**config.mk**
```make
export PLATFORM = sky130hd
export DESIGN_NAME = smi_core
export DESIGN_NICKNAME = d
export VERILOG_FILES = /design/src/rtl/smi_pkg.sv /design/src/rtl/smi_step.sv /design/src/rtl/smi_core.sv
export SDC_FILE = /design/constraint.sdc
export NUM_CORES = 1
export LEC_CHECK = 0
export BUFFER_PORTS_ARGS = -buffer_cell sky130_fd_sc_hd__buf_2
export CAP_MARGIN = 10
export CELL_PAD_IN_SITES_DETAIL_PLACEMENT = 2
export CELL_PAD_IN_SITES_GLOBAL_PLACEMENT = 2
export CORE_MARGIN = 4
export CORE_UTILIZATION = 30
export DETAILED_ROUTE_END_ITERATION = 8
export HOLD_SLACK_MARGIN = 0.02
export PLACE_DENSITY_LB_ADDON = 0.3
export SYNTH_ARGS = -nofsm -noshare
export SYNTH_HDL_FRONTEND = slang
export SYNTH_SLANG_ARGS = --single-unit
```
**constraint.sdc**
```tcl
create_clock -name CLOCK_I -period 4.6 [get_ports CLOCK_I]
set_input_delay 0.46 -clock CLOCK_I [delete_from_list [all_inputs] [get_ports CLOCK_I]]
set_output_delay 0.46 -clock CLOCK_I [all_outputs]
set_load 0.03 [all_outputs]
```
**src/rtl/smi_pkg.sv**
```systemverilog
package smi_pkg;
  // operand width of one datapath (documented slice width cascaded)
  localparam int unsigned WIDTH = 8;
  localparam int unsigned CNT_W = 4;
  // reset values and last iteration count
  localparam logic [WIDTH-1:0] ACC_RST = 8'h00;
  localparam logic [WIDTH-1:0] EXT_RST = 8'h00;
  localparam logic [CNT_W-1:0] CNT_RST = 4'h0;
  localparam logic [CNT_W-1:0] ITER_LAST = 4'h7;
  // register offsets
  localparam logic [11:0] OFS_CTRL = 12'h000;
  localparam logic [11:0] OFS_MCAND = 12'h004;
  localparam logic [11:0] OFS_ACC = 12'h008;
  localparam logic [11:0] OFS_EXT = 12'h00C;
  localparam logic [11:0] OFS_STAT = 12'h010;
  // control field positions
  localparam int unsigned CTRL_CLR_BIT = 0;
  localparam int unsigned CTRL_LOAD_BIT = 1;
  localparam int unsigned CTRL_ITER_BIT = 2;
  localparam int unsigned CTRL_ASH_BIT = 3;
  // status field positions
  localparam int unsigned STAT_BUSY_BIT = 0;
  localparam int unsigned STAT_DONE_BIT = 1;
  localparam int unsigned STAT_HI_BIT = 2;
  localparam int unsigned STAT_LO_BIT = 3;
  localparam int unsigned STAT_ERR_BIT = 4;

  // decoded multiplier status for one iteration
  typedef struct packed {
    logic sign_flag;
    logic cur_lsb;
    logic lsb_flag;
  } smi_dec_s;

  // four microinstructions chosen per step
  typedef enum logic [1:0] {
    SMI_SHIFT = 2'b00,
    SMI_ADD   = 2'b01,
    SMI_SUB   = 2'b10,
    SMI_FIX   = 2'b11
  } smi_op_e;
endpackage : smi_pkg

```
**src/rtl/smi_step.sv**
```systemverilog
`timescale 1ns/10ps
// one iteration: add/sub multiplicand into acc, arithmetic shift right
module smi_step
  import smi_pkg::*;
(
  input  wire logic [WIDTH-1:0] acc_i,
  input  wire logic [WIDTH-1:0] ext_i,
  input  wire logic [WIDTH-1:0] mcand_i,
  input  wire smi_op_e          op_i,
  output logic      [WIDTH-1:0] acc_o,
  output logic      [WIDTH-1:0] ext_o
);
  logic [WIDTH:0] sum;

  // sign extended add or subtract, then shift both registers
  always_comb begin
    unique case (op_i)
      SMI_ADD: sum = {acc_i[WIDTH-1], acc_i} + {mcand_i[WIDTH-1], mcand_i};
      SMI_SUB,
      SMI_FIX: sum = {acc_i[WIDTH-1], acc_i} - {mcand_i[WIDTH-1], mcand_i};
      SMI_SHIFT: sum = {acc_i[WIDTH-1], acc_i};
    endcase
    acc_o = sum[WIDTH:1];
    ext_o = {sum[0], ext_i[WIDTH-1:1]};
  end
endmodule : smi_step

```
**src/rtl/smi_core.sv**
```systemverilog
// Decided for this implementation: the APB register port and the register addresses.
`timescale 1ns/10ps
// Operation
// - signed N-bit multiply in N iterate writes
// - high half in accumulator, low in extension
// - negative product kept as two's complement
// - iterate decodes sign flag, lsb, lsb flag
// - top slice drives two select outputs
module smi_core
  import smi_pkg::*;
(
  input  wire logic        CLOCK_I,
  input  wire logic        RST_N_I,
  input  wire logic        PSEL_I,
  input  wire logic        PENABLE_I,
  input  wire logic        PWRITE_I,
  input  wire logic [11:0] PADDR_I,
  input  wire logic [31:0] PWDATA_I,
  output logic      [31:0] PRDATA_O,
  output logic             PREADY_O,
  output logic             PSLVERR_O,
  output logic             MICROCONTROL_OUT_HI_O,
  output logic             MICROCONTROL_OUT_HI_OE_O,
  output logic             MICROCONTROL_OUT_LO_O,
  output logic             MICROCONTROL_OUT_LO_OE_O,
  output logic             EQUALITY_STATUS_O,
  output logic             ARITH_GREATER_STATUS_O,
  output logic             LOGIC_GREATER_STATUS_O,
  output logic             OVERFLOW_STATUS_O
);
  logic [WIDTH-1:0] acc_ff, nxt_acc;
  logic [WIDTH-1:0] ext_ff, nxt_ext;
  logic [WIDTH-1:0] mcand_ff, nxt_mcand;
  logic [CNT_W-1:0] cnt_ff, nxt_cnt;
  logic             busy_ff, nxt_busy;
  logic             done_ff, nxt_done;
  logic             err_ff, nxt_err;
  logic             lsbf_ff, nxt_lsbf;
  logic             sign_ff, nxt_sign;
  logic [31:0]      rdata_ff, nxt_rdata;
  logic             loaded_ff, nxt_loaded;
  logic             wr_en;
  logic             rd_en;
  logic             ash_req;
  logic             iter_req;
  logic             last;
  smi_dec_s         dec;
  smi_op_e          op;
  logic [WIDTH-1:0] step_acc;
  logic [WIDTH-1:0] step_ext;

  // apb decode, zero wait state
  // read data captured in setup cycle, stands through access
  assign wr_en     = PSEL_I & PENABLE_I & PWRITE_I;
  assign rd_en     = PSEL_I & ~PENABLE_I & ~PWRITE_I;
  assign PREADY_O  = 1'b1;
  assign PSLVERR_O = PSEL_I & PENABLE_I &
                     (PADDR_I[1:0] != 2'b00 || PADDR_I > OFS_STAT);
  assign PRDATA_O  = rdata_ff;
  assign iter_req  = wr_en && PADDR_I == OFS_CTRL && PWDATA_I[CTRL_ITER_BIT];
  assign ash_req   = wr_en && PADDR_I == OFS_CTRL && PWDATA_I[CTRL_ASH_BIT];
  assign last      = cnt_ff == ITER_LAST;

  // decode of multiplier status on each iterate
  always_comb begin
    dec.sign_flag = sign_ff;
    dec.cur_lsb   = ext_ff[0];
    dec.lsb_flag  = lsbf_ff;
    // booth pair; sign step uses subtract on last bit
    unique case ({dec.cur_lsb, dec.lsb_flag})
      2'b10:   op = last ? SMI_FIX : SMI_SUB;
      2'b01:   op = SMI_ADD;
      default: op = SMI_SHIFT;
    endcase
  end

  smi_step u_step (
    .acc_i   (acc_ff),
    .ext_i   (ext_ff),
    .mcand_i (mcand_ff),
    .op_i    (op),
    .acc_o   (step_acc),
    .ext_o   (step_ext)
  );

  // datapath and sequence next values
  always_comb begin
    nxt_acc    = acc_ff;
    nxt_ext    = ext_ff;
    nxt_mcand  = mcand_ff;
    nxt_cnt    = cnt_ff;
    nxt_busy   = busy_ff;
    nxt_done   = done_ff;
    nxt_err    = err_ff;
    nxt_lsbf   = lsbf_ff;
    nxt_sign   = sign_ff;
    nxt_loaded = loaded_ff;
    if (wr_en && PADDR_I == OFS_MCAND) begin
      nxt_mcand = PWDATA_I[WIDTH-1:0];
    end
    if (wr_en && PADDR_I == OFS_ACC) begin
      nxt_acc = PWDATA_I[WIDTH-1:0];
    end
    if (wr_en && PADDR_I == OFS_CTRL && PWDATA_I[CTRL_CLR_BIT]) begin
      nxt_acc = ACC_RST;
    end
    if (wr_en && PADDR_I == OFS_EXT) begin
      nxt_ext    = PWDATA_I[WIDTH-1:0];
      nxt_lsbf   = 1'b0;
      nxt_sign   = PWDATA_I[WIDTH-1];
      nxt_loaded = 1'b1;
      nxt_done   = 1'b0;
      nxt_cnt    = CNT_RST;
    end
    if (ash_req) begin
      // shift before first iteration corrupts setup; flagged
      nxt_ext = {acc_ff[0], ext_ff[WIDTH-1:1]};
      nxt_acc = {acc_ff[WIDTH-1], acc_ff[WIDTH-1:1]};
      if (loaded_ff && !busy_ff) begin
        nxt_err = 1'b1;
      end
    end
    if (iter_req) begin
      nxt_acc  = step_acc;
      nxt_ext  = step_ext;
      nxt_lsbf = ext_ff[0];
      nxt_cnt  = last ? CNT_RST : cnt_ff + 4'h1;
      nxt_busy = !last;
      nxt_done = last;
      nxt_loaded = 1'b0;
      // a shift in the same write sets the flag; set wins
      if (!busy_ff && !ash_req) begin
        nxt_err = 1'b0;
      end
    end
  end

  // read mux, held between reads so data stands at the access edge
  always_comb begin
    nxt_rdata = rdata_ff;
    if (rd_en) begin
      nxt_rdata = 32'h0000_0000;
      unique case (PADDR_I)
        OFS_MCAND: nxt_rdata[WIDTH-1:0] = mcand_ff;
        OFS_ACC:   nxt_rdata[WIDTH-1:0] = acc_ff;
        OFS_EXT:   nxt_rdata[WIDTH-1:0] = ext_ff;
        OFS_STAT: begin
          nxt_rdata[STAT_BUSY_BIT] = busy_ff;
          nxt_rdata[STAT_DONE_BIT] = done_ff;
          nxt_rdata[STAT_HI_BIT]   = MICROCONTROL_OUT_HI_O;
          nxt_rdata[STAT_LO_BIT]   = MICROCONTROL_OUT_LO_O;
          nxt_rdata[STAT_ERR_BIT]  = err_ff;
        end
        default:   nxt_rdata = 32'h0000_0000;
      endcase
    end
  end

  // register all state except read data
  always_ff @(posedge CLOCK_I) begin
    if (!RST_N_I) begin
      acc_ff    <= ACC_RST;
      ext_ff    <= EXT_RST;
      mcand_ff  <= ACC_RST;
      cnt_ff    <= CNT_RST;
      busy_ff   <= 1'b0;
      done_ff   <= 1'b0;
      err_ff    <= 1'b0;
      lsbf_ff   <= 1'b0;
      sign_ff   <= 1'b0;
      loaded_ff <= 1'b0;
    end else begin
      acc_ff    <= nxt_acc;
      ext_ff    <= nxt_ext;
      mcand_ff  <= nxt_mcand;
      cnt_ff    <= nxt_cnt;
      busy_ff   <= nxt_busy;
      done_ff   <= nxt_done;
      err_ff    <= nxt_err;
      lsbf_ff   <= nxt_lsbf;
      sign_ff   <= nxt_sign;
      loaded_ff <= nxt_loaded;
    end
  end

  // register read data
  always_ff @(posedge CLOCK_I) begin
    if (!RST_N_I) begin
      rdata_ff <= 32'h0000_0000;
    end else begin
      rdata_ff <= nxt_rdata;
    end
  end

  // open-collector select pins: drive low only, enable when low while busy or loaded
  assign MICROCONTROL_OUT_HI_O    = op[1];
  assign MICROCONTROL_OUT_LO_O    = op[0];
  assign MICROCONTROL_OUT_HI_OE_O = (busy_ff | loaded_ff) & ~op[1];
  assign MICROCONTROL_OUT_LO_OE_O = (busy_ff | loaded_ff) & ~op[0];

  // equality status flags accumulator zero; the other status outputs are tied low
  assign EQUALITY_STATUS_O      = acc_ff == ACC_RST;
  assign ARITH_GREATER_STATUS_O = 1'b0;
  assign LOGIC_GREATER_STATUS_O = 1'b0;
  assign OVERFLOW_STATUS_O      = 1'b0;
endmodule : smi_core

```
# == Word-level counts from Yosys, hierarchy flattened ==
# Cells that the tools add are included.
# classes
n_lt_le_gt_ge,1
bitwise,13
addsub,3
n_reduce_logical,24
n_eq_ne,12
muxes,22
# ops
cell,count
$mux W8,7
$pmux W9 S3,1
$eq A12 B4 Y1 const B,2
$pmux W5 S4,1
$eq A12 B3 Y1 const B,1
$eq A12 B5 Y1 const B,1
$gt A12 B5 Y1 const B,1
$logic_not A12 Y1,1
$mux W4,3
$add A8 B8 Y9,1
$logic_and A1 B1 Y1,9
$pmux W3 S3,1
$sub A8 B8 Y9,1
$logic_not A8 Y1,1
$mux W1,8
$and A1 B1 Y1,7
$eq A2 B2 Y1 const B,3
$reduce_bool A3 Y1,2
$not A1 Y1,5
$add A4 B1 Y4 const B,1
$eq A2 B1 Y1 const B,2
$eq A4 B3 Y1 const B,1
$pmux W2 S2,1
$reduce_bool A2 Y1,2
other kinds (9),12
# totals
regBits,41
output_inout_bits,42
in_bits,49

# == Longest topological paths before layout ==
# Gate-level depths: netlist of run 1.
# logic_depth
ltp_word,8
depth_mapped,12
ltp_nobuf,12

# == By module ==
# Synthesis of run 1 repeated with hierarchy kept, for this count alone.
# unflattened
cells_unflattened,433
hier_area_um2,3360.7
# modules_own_cells
mod,area_per_inst_um2,instances,cells_each,seq_area_each_um2
smi_core,2531.2,1,320,820.8
smi_step,829.5,1,113,0.0

# == Worst setup path after synthesis of run 1 ==
# OpenSTA, ideal clock, no wires.
# synth_timing
path_type,register to register
start,register ext_ff[0]
end,register acc_ff[4]
required_time_ns,4.535
arrival_ns,2.562
setup_time_ns,0.065
stages_incl_launch_ff,12
path_slack_ns,1.973
period_less_slack_ns,2.627
path_buffers,1
path_cell_list,dfxtp_1 -> ha_1 -> clkbuf_1 -> nor2_1 -> xnor2_1 -> ha_1 -> o21ai_0 -> a21oi_1 -> o21ai_0 -> a2111oi_0 -> nor4b_1 -> nor2_1
# synth_via
elab_chain_cells,6
elab_cells_between_ends,10
classes_between,eq/ne: 5; mux: 3; reduce/logical: 2
# synth_rtl
item,line_no,text
"start, declared",smi_core.sv:32,"logic [WIDTH-1:0] ext_ff, nxt_ext;"
"start signal, assigned",smi_core.sv:174,ext_ff <= nxt_ext;
$eq A2 B1 Y1 / $eq A2 B2 Y1 (equally long branches),smi_core.sv:70,"unique case ({dec.cur_lsb, dec.lsb_flag})"
$pmux W2 S2 *,smi_core.sv:70,
via MICROCONTROL_OUT_HI_O,smi_core.sv:22,"output logic MICROCONTROL_OUT_HI_O,"
$eq A2 B2 Y1,smi_step.sv:17,unique case (op_i)
$reduce_or A2 Y1,smi_step.sv:17,
$pmux W9 S3 *,smi_step.sv:17,
$mux W8 *,smi_core.sv:123,if (iter_req) begin
"end signal, assigned",smi_core.sv:173,acc_ff <= nxt_acc;
"end, declared",smi_core.sv:31,"logic [WIDTH-1:0] acc_ff, nxt_acc;"
# Mark *: on every way through the listed nets, which the timed path passes. The rest lies on a longest branch.
# A chain may end at the register's enable or synchronous reset.

# == Worst setup path after layout of run 1 ==
# layout_timing
start,register ext_ff[0]
end,register acc_ff[4]
# layout_via
elab_chain_cells,6
elab_cells_between_ends,10
classes_between,eq/ne: 5; mux: 3; reduce/logical: 2
# layout_rtl
item,line_no
$eq A2 B1 Y1 / $eq A2 B2 Y1 (equally long branches),smi_core.sv:70
$pmux W2 S2 *,smi_core.sv:70
$eq A2 B2 Y1,smi_step.sv:17
$reduce_or A2 Y1,smi_step.sv:17
$pmux W9 S3 *,smi_step.sv:17
$mux W8 *,smi_core.sv:123
# Mark *: on every way between the ends. The rest lies on a longest branch, timed or not.

==> results.sh, run 1 <==
export IMPL_status="finished clean"
export IMPL_p_switching_w=0.000211
export IMPL_num_antenna_cells=0
export IMPL_worstPathArrival_ps=3290
export IMPL_first_iter_violations=130
export IMPL_synth_edf_count=0
export IMPL_final_util_pct=34.0
export IMPL_yosys_area_top_type_share_pct=26.6
export IMPL_tightestPinTransition_ps=1060
export IMPL_ys_seq_area_share_pct=26.6
export IMPL_syn_inst=392
export IMPL_root_buffer="clkbuf_8"
export IMPL_yosysUniqueCellTypes=62
export IMPL_ys_ff_latch=41
export IMPL_setup_viol=0
export IMPL_power_frac_clock_pct=41.3
export IMPL_numPortBuffers=38
export IMPL_cts_made_buffers=5
export IMPL_viasPerCell=5.34
export IMPL_drv_slew=0
export IMPL_nFillCells=1200
export IMPL_routed_wl_um=10700
export IMPL_synth_area_top_cells="dfxtp_1 (27%), buf_4 (6.8%), o21ai_0 (5.7%), ha_1 (5.3%), nand2_1 (4.9%)"
export IMPL_fin_hold_ws_ps=458
export IMPL_drc=0
export IMPL_first_pass_iters=4
export IMPL_comb_power_share_pct=12.0
export IMPL_antenna_left=0
export IMPL_grt_max_degree=46
export IMPL_cts_reportedPaths_clkPinSlew_ps=80
export IMPL_ys_warn_count=0
export IMPL_core_um2=9910
export IMPL_num_vias=2949
export IMPL_crit_type="reg -> reg"
export IMPL_clock_path_buffers=2
export IMPL_ctsHoldBuffers=0
export IMPL_slew_headroom_pct=29.2
export IMPL_wl_per_cell_um=19.4
export IMPL_cp_end_kind="flop"
export IMPL_slowest_delay_ps=600
export IMPL_cap_violations=0
export IMPL_grt_total_usage_pct=18.3
export IMPL_grt_antenna_before_repair=0
export IMPL_hold_viol_final=0
export IMPL_ctsHtreeMaxLevel=2
export IMPL_insertion_delay_ps=310
export IMPL_synth_top_flop_cell="dfxtp_1"
export IMPL_syn_to_final_growth_pct=9.11
export IMPL_clock_sinks=41
export IMPL_min_path_type="in -> reg"
export IMPL_postCtsSetupRepairBufs=0
export IMPL_drive_above_1_share_pct=14.6
export IMPL_ir_drop_mv=0.103
export IMPL_p_int_w=0.000552
export IMPL_critical_path_startpoint_type="flop"
export IMPL_power_w=0.000763
export IMPL_mostFrequentLayoutCells="dfxtp_1 (41), nand2_1 (40), buf_2 (38)"
export IMPL_p_per_area_nw_per_um2=226
export IMPL_synth_top_area_cell="dfxtp_1"
export IMPL_multi_input_area_um2=2030
export IMPL_regArea_um2=821
export IMPL_pwr_share_seq_pct=46.7
export IMPL_cellLeakagePower_nw=1.29
export IMPL_final_common_cell="dfxtp_1"
export IMPL_fin_crit_sh_pct=67.5
export IMPL_cp_required_ps=4790
export IMPL_period_needed_ps=3100
export IMPL_die_x_um=109
export IMPL_stdcell_area_um2=3370
export IMPL_grt_pass1_vias=3096
export IMPL_gp_congestion=0.829
export IMPL_start_util_pct=31.2
export IMPL_placed_cell_area_um2=3260
export IMPL_grt_setup_unrepaired="no"
export IMPL_dp_hpwl_um=8250
export IMPL_ys_async_sr_fraction_pct=0
export IMPL_timing_setup_tns_ps=0
export IMPL_io_pins=91
export IMPL_die_h_um=109
export IMPL_cts_resized_gates=0
export IMPL_die_area_um2=12000
export IMPL_cp_slowest_cell="ha_1"
export IMPL_synth_area_um2=3090
export IMPL_worstPathCellList="ha_1, mux2i_1, ha_1, nor2_1, a21oi_1, o21ai_0, nor3b_1, nor4b_1, nor2_1"
export IMPL_grt_pass1_wl_um=16800
export IMPL_finalNetCount=481
export IMPL_tritoncts="built"
export IMPL_syn_area_per_cell_um2=7.88
export IMPL_fp_row_count=36
export IMPL_p_sw_share_pct=27.6
export IMPL_clock_skew_ps=5.11
export IMPL_grt_ovfl_total=0
export IMPL_timing_fmax_mhz=322
export IMPL_crit_fanout=11
-- final timing paths --
check / from / endpoint / slack [ps] / cells past startpoint
setup / recovery: ext_ff[0] / acc_ff[4] / 1500 / 9
hold reg to reg: PRDATA_O[6] / PRDATA_O[6] / 470 / 2
hold / removal: PWDATA_I[7] / acc_ff[7] / 460 / 3
setup reg to reg: ext_ff[0] / acc_ff[4] / 1500 / 9
-- through the flow --
stage	setup WS, ps	instances
2_1_floorplan	1970	418
3_3_place_gp	1630	544
3_5_place_dp	1540	544
4_1_cts	1530	552
5_1_grt	1150	552
6_report	1500	552
-- state kept, by name (all words and copies together), names as in the netlist --
name / flops
PRDATA_O: 8
acc_ff: 8
busy_ff: 1
cnt_ff: 4
done_ff: 1
err_ff: 1
ext_ff: 8
loaded_ff: 1
lsbf_ff: 1
mcand_ff: 8
-- power groups by stage --
| stage | Combinational (W) | Clock, W | Sequential (W) |
|---|---|---|---|
| floorplan | 0.0000803 | 0 | 0.000367 |
| global placement | 0.0000885 | 0 | 0.000365 |
| detailed placement | 0.0000905 | 0 | 0.000365 |
| CTS | 0.0000908 | 0.000321 | 0.000356 |
| global route | 0.0000990 | 0.000333 | 0.000357 |
| finish | 0.0000914 | 0.000315 | 0.000356 |
-- routing by layer --
| metal | global-route usage [%] | part of all wire, % | up-vias |
|---|---|---|---|
| met5 | 0 | 0 | - |
| met4 | 3.56 | 1.0 | 0 |
| met3 | 2.29 | 3.5 | 9 |
| met2 | 30.9 | 48 | 66 |
| met1 | 25.0 | 48 | 1463 |
| li1 | - | - | 1411 |
-- logic make-up after synthesis --
group                    synth area share [%]
XOR/XNOR                                 3.68
buffers and inverters                    10.8
AO/OA/AOI/OAI                            21.3
flip-flops                               26.6
adder cells (fa/ha/maj)                  5.91
multiplexers                             5.63
AND/OR/NAND/NOR                          25.9
other                                   0.243
-- critical path, delay by kind of cell (launching register included) --
kind            cells  cell delay, ps
flops               1             480
mux                 1             510
fa+ha+maj           2             870
simple gates        4             680
compound gates      2             440
-- cells in the mapped netlist, types with 2 or more instances --
master,instances
nor2b_1,9
buf_4,28
nand4_1,7
nor4_1,5
mux2i_1,14
clkbuf_1,9
xnor2_1,11
a21boi_0,7
o211ai_1,2
o22ai_1,2
nor3_1,5
xor2_1,2
ha_1,13
a31oi_1,11
a221oi_1,2
nor4b_1,2
or4_4,2
a22oi_1,3
o21ai_0,35
nor3b_1,4
a211oi_1,3
nand2b_1,4
mux2_2,3
a21oi_1,23
nand3_1,16
o211a_1,2
conb_1,2
inv_1,12
a41o_1,2
dfxtp_1,41
buf_2,6
nor2_1,27
a22o_1,4
o21a_1,3
or4_1,4
nand2_1,40
or3b_2,2
-- layout make-up --
class | count | share of cell area (%)
repair buffers | 38 | 5.64
multi-input cells | 320 | 60.3
clock inverters | 1 | 0.891
inverters | 12 | 1.34
flip-flops and latches | 41 | 24.3
well taps | 133 | 4.94
clock buffers | 7 | 2.56
Note: power is estimated with default switching activity, not from simulation.
==> run 2: changes to the inputs <==
--- a/config.mk
+++ b/config.mk
@@ -10,7 +10,7 @@
 export CELL_PAD_IN_SITES_DETAIL_PLACEMENT = 2
 export CELL_PAD_IN_SITES_GLOBAL_PLACEMENT = 2
 export CORE_MARGIN = 4
-export CORE_UTILIZATION = 30
+export CORE_UTILIZATION = 26
 export DETAILED_ROUTE_END_ITERATION = 8
 export HOLD_SLACK_MARGIN = 0.02
 export PLACE_DENSITY_LB_ADDON = 0.3
==> constraint.sdc (replaced) <==
create_clock -name CLOCK_I -period 2.55 [get_ports CLOCK_I]
set_input_delay 0.255 -clock CLOCK_I [delete_from_list [all_inputs] [get_ports CLOCK_I]]
set_output_delay 0.255 -clock CLOCK_I [all_outputs]
set_load 0.03 [all_outputs]
==> results.sh, run 2 (synthesized netlist as in run 1, its figures left out) <==
export IMPL_fin_crit_sh_pct=95.5
export IMPL_drive_above_1_share_pct=25.0
export IMPL_insertion_delay_ps=280
export IMPL_cp_slowest_cell="or4_1"
export IMPL_cellLeakagePower_nw=1.46
export IMPL_power_frac_clock_pct=43.3
export IMPL_wl_per_cell_um=19.5
export IMPL_grt_pass1_vias=3280
export IMPL_numPortBuffers=38
export IMPL_antenna_left=0
export IMPL_p_switching_w=0.000392
export IMPL_nFillCells=1363
export IMPL_status="finished clean"
export IMPL_die_h_um=117
export IMPL_min_path_type="in -> reg"
export IMPL_grt_total_usage_pct=17.1
export IMPL_root_buffer="clkbuf_16"
export IMPL_grt_ovfl_total=0
export IMPL_routed_wl_um=11400
export IMPL_drv_slew=0
export IMPL_holdPathEnd="acc_ff[7]"
export IMPL_worstHoldPathCells=3
export IMPL_first_iter_violations=162
export IMPL_clock_path_buffers=2
export IMPL_finalNetCount=506
export IMPL_pwr_share_seq_pct=45.0
export IMPL_crit_type="reg -> reg"
export IMPL_crit_family="simple AND/OR/NAND/NOR gates"
export IMPL_tritoncts="built"
export IMPL_cts_reportedPaths_clkPinSlew_ps=60
export IMPL_cap_violations=0
export IMPL_worstPathArrival_ps=2650
export IMPL_cts_made_buffers=5
export IMPL_hold_viol_final=0
export IMPL_hold_start="PWDATA_I[7]"
export IMPL_drc=0
export IMPL_grt_max_degree=46
export IMPL_start_util_pct=26.8
export IMPL_clock_skew_ps=7.47
export IMPL_p_sw_share_pct=27.4
export IMPL_crit_fanout=3
export IMPL_setup_viol=0
export IMPL_ir_drop_mv=0.209
export IMPL_p_per_area_nw_per_um2=383
export IMPL_gp_congestion=0.844
export IMPL_timing_fmax_mhz=411
export IMPL_dp_cells=575
export IMPL_io_pins=91
export IMPL_rrSetupSlack_ps=110
export IMPL_p_int_w=0.00104
export IMPL_tightestPinTransition_ps=833
export IMPL_mostFrequentLayoutCells="nand2_1 (40), dfxtp_1 (39), buf_2 (38)"
export IMPL_instances_no_fill=587
export IMPL_die_area_um2=13700
export IMPL_first_pass_iters=4
export IMPL_syn_to_final_growth_pct=21.1
export IMPL_ctsHtreeMaxLevel=2
export IMPL_num_vias=3074
export IMPL_slowest_delay_ps=530
export IMPL_fp_row_count=39
export IMPL_path_buf_inv=1
export IMPL_period_needed_ps=2440
export IMPL_cp_end_kind="flop"
export IMPL_dp_hpwl_um=8770
export IMPL_grt_pass1_wl_um=18200
export IMPL_worstPathCellList="buf_4, nor4_4, a21oi_2, xnor2_2, ha_2, or4_1, o22ai_2, xnor2_1, nand2_1, a31oi_1"
export IMPL_worstRegToRegCells=10
export IMPL_core_um2=11500
export IMPL_num_antenna_cells=0
export IMPL_grt_antenna_before_repair=0
export IMPL_cp_required_ps=2760
export IMPL_reg2reg_to="acc_ff[6]"
export IMPL_comb_power_share_pct=11.7
export IMPL_critical_path_startpoint_type="flop"
export IMPL_clock_sinks=41
export IMPL_die_x_um=117
export IMPL_final_common_cell="nand2_1"
export IMPL_r2r_start="mcand_ff[1]"
export IMPL_viasPerCell=5.24
export IMPL_timing_setup_tns_ps=0
export IMPL_slew_headroom_pct=43.9
export IMPL_ctsHoldBuffers=0
export IMPL_final_util_pct=32.5
run 2: stage by stage:
step	cell area (um^2)	hold WS, ps	power [W]	setup slack [ps]
finish	3740	277	0.00143	115
global route	3740	281	0.00149	-39.9
CTS	3580	275	0.00144	5.20
detailed placement	3430	468	0.000824	-114
global placement	3430	456	0.000821	46.4
floorplan	3190	410	0.000807	31.9
run 2: routing by layer:
metal | GRT usage, % | wire (um) | share of wire (%) | vias to the layer above
met4 | 3.36 | 78 | 0.68 | 0
li1 | - | - | - | 1469
met2 | 28.1 | 5400 | 47 | 82
met3 | 2.37 | 620 | 5.4 | 6
met5 | 0 | 0 | 0 | -
met1 | 24.1 | 5320 | 47 | 1517
run 2: power groups by stage:
stage                     Sequential (W)  Combinational [W]  Clock [W]
after floorplan                 0.000662           0.000145          0
after global placement          0.000658           0.000163          0
after detailed placement        0.000658           0.000166          0
after CTS                       0.000644           0.000167   0.000634
after global routing            0.000644           0.000182   0.000668
final                           0.000644           0.000168   0.000620
run 2: worst max-delay path by stage:
stage,from,end,slack [ps],cells after the start
2_1_floorplan,ext_ff[0],acc_ff[4],30,11
3_3_place_gp,mcand_ff[0],acc_ff[7],50,10
3_5_place_dp,mcand_ff[1],acc_ff[7],-110,11
4_1_cts,mcand_ff[0],acc_ff[6],5,11
5_1_grt,mcand_ff[0],acc_ff[5],-40,12
6_report,mcand_ff[1],acc_ff[6],110,10
run 2: layout make-up:
| cell class | count | area, um^2 | area share [%] |
|---|---|---|---|
| clock inverter | 2 | 10.0 | 0.268 |
| sequential | 41 | 823 | 22.0 |
| multi-input combinational | 320 | 2170 | 58.1 |
| tap | 143 | 179 | 4.78 |
| clock buffer | 6 | 129 | 3.44 |
| timing repair buffer | 63 | 382 | 10.2 |
| inverter | 12 | 45.0 | 1.20 |
run 2: repair_timing:
action / CTS / global route
resized for setup: 4 / 31
endpoints found under the setup margin: 4 / 6
setup buffers: 0 / 4
endpoints found under the hold margin: 0 / 0
pin swaps: 1 / 10
run 2: tightest hold or removal path: cells and delay by family:
| kind | cells | cell delay (ps) |
|---|---|---|
| compound gates | 1 | 70 |
| buf+inv | 1 | 130 |
| simple gates | 1 | 60 |
==> run 3: changes to the inputs <==
--- a/config.mk
+++ b/config.mk
@@ -14,6 +14,7 @@
 export DETAILED_ROUTE_END_ITERATION = 8
 export HOLD_SLACK_MARGIN = 0.02
 export PLACE_DENSITY_LB_ADDON = 0.3
+export SETUP_SLACK_MARGIN = 0.15
 export SYNTH_ARGS = -nofsm -noshare
 export SYNTH_HDL_FRONTEND = slang
 export SYNTH_SLANG_ARGS = --single-unit
==> results.sh, run 3 (synthesized netlist as in run 1, its figures left out) <==
export IMPL_status="finished clean"
export IMPL_critical_path_startpoint_type="flop"
export IMPL_crit_path_start="mcand_ff[1]"
export IMPL_first_iter_violations=118
export IMPL_root_buffer="clkbuf_16"
export IMPL_instances_no_fill=584
export IMPL_p_per_area_nw_per_um2=399
export IMPL_core_um2=11500
export IMPL_ctsHoldBuffers=0
export IMPL_insertion_delay_ps=290
export IMPL_wl_met1_um=5180
export IMPL_nFillCells=1341
export IMPL_drc=0
export IMPL_numPortBuffers=38
export IMPL_grt_total_usage_pct=17.2
export IMPL_place_ws_ps=-106
export IMPL_worstPathCellList="buf_4, nor4_4, a21oi_2, xnor2_1, ha_2, or4_4, o22ai_4, xnor2_2, nand2_1, a31oi_1"
export IMPL_regArea_um2=826
export IMPL_tightestPinTransition_ps=759
export IMPL_cp_end_kind="flop"
export IMPL_layout_setup_ws_ps=163
export IMPL_min_path_type="in -> reg"
export IMPL_antenna_left=0
export IMPL_clock_sinks=41
export IMPL_slew_headroom_pct=48.9
export IMPL_num_antenna_cells=0
export IMPL_multi_input_area_um2=2270
export IMPL_wl_met2_um=5420
export IMPL_syn_to_final_growth_pct=24.4
export IMPL_die_area_um2=13700
export IMPL_gp_congestion=0.813
export IMPL_start_util_pct=26.8
export IMPL_timing_fmax_mhz=419
export IMPL_comb_power_share_pct=11.1
export IMPL_setup_viol=0
export IMPL_viasPerCell=5.23
export IMPL_cap_violations=0
export IMPL_p_switching_w=0.000399
export IMPL_dp_hpwl_um=8670
export IMPL_cp_slowest_cell="or4_4"
export IMPL_finalNetCount=504
export IMPL_die_h_um=117
export IMPL_dp_cells=574
export IMPL_grt_pass1_wl_um=18000
export IMPL_placed_cell_area_um2=3430
export IMPL_worstRegToRegCells=10
export IMPL_wl_per_cell_um=19.6
export IMPL_clock_skew_ps=5.07
export IMPL_worstPathArrival_ps=2600
export IMPL_cts_reportedPaths_clkPinSlew_ps=60
export IMPL_slowest_delay_ps=530
export IMPL_cts_made_buffers=5
export IMPL_r2r_start="mcand_ff[1]"
export IMPL_grt_max_degree=46
export IMPL_cp_required_ps=2760
export IMPL_drive_above_1_share_pct=28.6
export IMPL_crit_type="reg -> reg"
export IMPL_power_frac_clock_pct=47.0
export IMPL_grt_pass1_vias=3205
export IMPL_p_int_w=0.00114
export IMPL_routed_wl_um=11500
export IMPL_final_common_cell="nand2_1"
export IMPL_routed_top_layer="met4"
export IMPL_drv_slew=0
export IMPL_num_vias=3054
export IMPL_mostFrequentLayoutCells="nand2_1 (40), buf_2 (38), dfxtp_1 (37)"
export IMPL_grt_ovfl_total=0
export IMPL_grt_antenna_before_repair=0
export IMPL_crit_fanout=5
export IMPL_io_pins=91
export IMPL_crit_end="acc_ff[6]"
export IMPL_grt_setup_unrepaired="yes"
export IMPL_clock_path_buffers=2
export IMPL_fp_row_count=39
export IMPL_stdcell_area_um2=3840
export IMPL_tritoncts="built"
export IMPL_first_pass_iters=4
export IMPL_hold_viol_final=0
export IMPL_ir_drop_mv=0.241
export IMPL_ctsHtreeMaxLevel=2
export IMPL_wl_met3_um=725
export IMPL_fin_crit_sh_pct=93.6
export IMPL_rrSetupSlack_ps=160
export IMPL_cellLeakagePower_nw=1.48
export IMPL_reg2reg_to="acc_ff[6]"
export IMPL_die_x_um=117
export IMPL_p_sw_share_pct=26.0
export IMPL_pwr_share_seq_pct=41.9
export IMPL_period_needed_ps=2390
## run 3: changes by cell type in the layout (fill, tap and decap cells not counted), moves of 2 or more
cell	change
buf_4	-2
dfxtp_1	-2
dfxtp_2	+2
nor2_1	-2
nor2_2	+2
nor3_1	-2
o21ai_0	-2
xnor2_1	-2
xnor2_2	+2
## run 3: worst min path at each step
stage / start / to / slack [ps] / cells after the start
5_1_grt: PWDATA_I[6] / ext_ff[6] / 290 / 3
4_1_cts: PWDATA_I[6] / ext_ff[6] / 270 / 3
3_3_place_gp: PRDATA_O[6] / PRDATA_O[6] / 450 / 2
6_report: PWDATA_I[6] / ext_ff[6] / 280 / 3
2_1_floorplan: PWDATA_I[0] / ext_ff[0] / 410 / 2
3_5_place_dp: PRDATA_O[5] / PRDATA_O[5] / 460 / 2
## run 3: per-layer routing
layer / GRT usage, % / up-vias
li1: - / 1454
met3: 2.16 / 9
met1: 24.1 / 1508
met4: 3.82 / 0
met5: 0 / -
met2: 28.2 / 83
## run 3: area by class of cell
type | instances | area share (%)
clock buffer | 5 | 3.26
clock inverter | 2 | 0.911
inverter | 12 | 1.17
multi-input combinational | 320 | 59.0
sequential | 41 | 21.5
tap | 143 | 4.65
timing repair buffer | 61 | 9.54
## run 3: power groups by stage
stage                     Combinational, W  Sequential, W  Clock, W
final                             0.000170       0.000644  0.000721
after global routing              0.000185       0.000643  0.000766
after CTS                         0.000169       0.000643  0.000734
after detailed placement          0.000168       0.000658         0
after global placement            0.000164       0.000658         0
after floorplan                   0.000145       0.000662         0
## run 3: repair_timing
| item | CTS | global route |
|---|---|---|
| buffers inserted | 2 | 1 |
| endpoints found under the setup margin | 5 | 6 |
| pin swaps | 5 | 13 |
| resized for setup | 29 | 27 |
| endpoints found under the hold margin | 0 | 0 |
## run 3: through the flow
stage	hold WS [ps]	total power (W)	TNS (ps)	util (%)
CTS	271	0.00155	0	32.3
detailed placement	461	0.000826	-210	29.8
global route	286	0.00159	0	33.4
global placement	454	0.000822	-75.0	29.8
finish	278	0.00154	0	33.4
floorplan	410	0.000807	0	-
## run 3: worst max-delay path: cells and delay by family, from the launching register on
kind	cells	cell delay, ps
DFF	1	320
and+or+nand+nor	3	930
AOI/OAI and AO/OA	3	380
buffers and inverters	1	170
xor gates and xnor gates	2	290
adders and majority gates	1	210
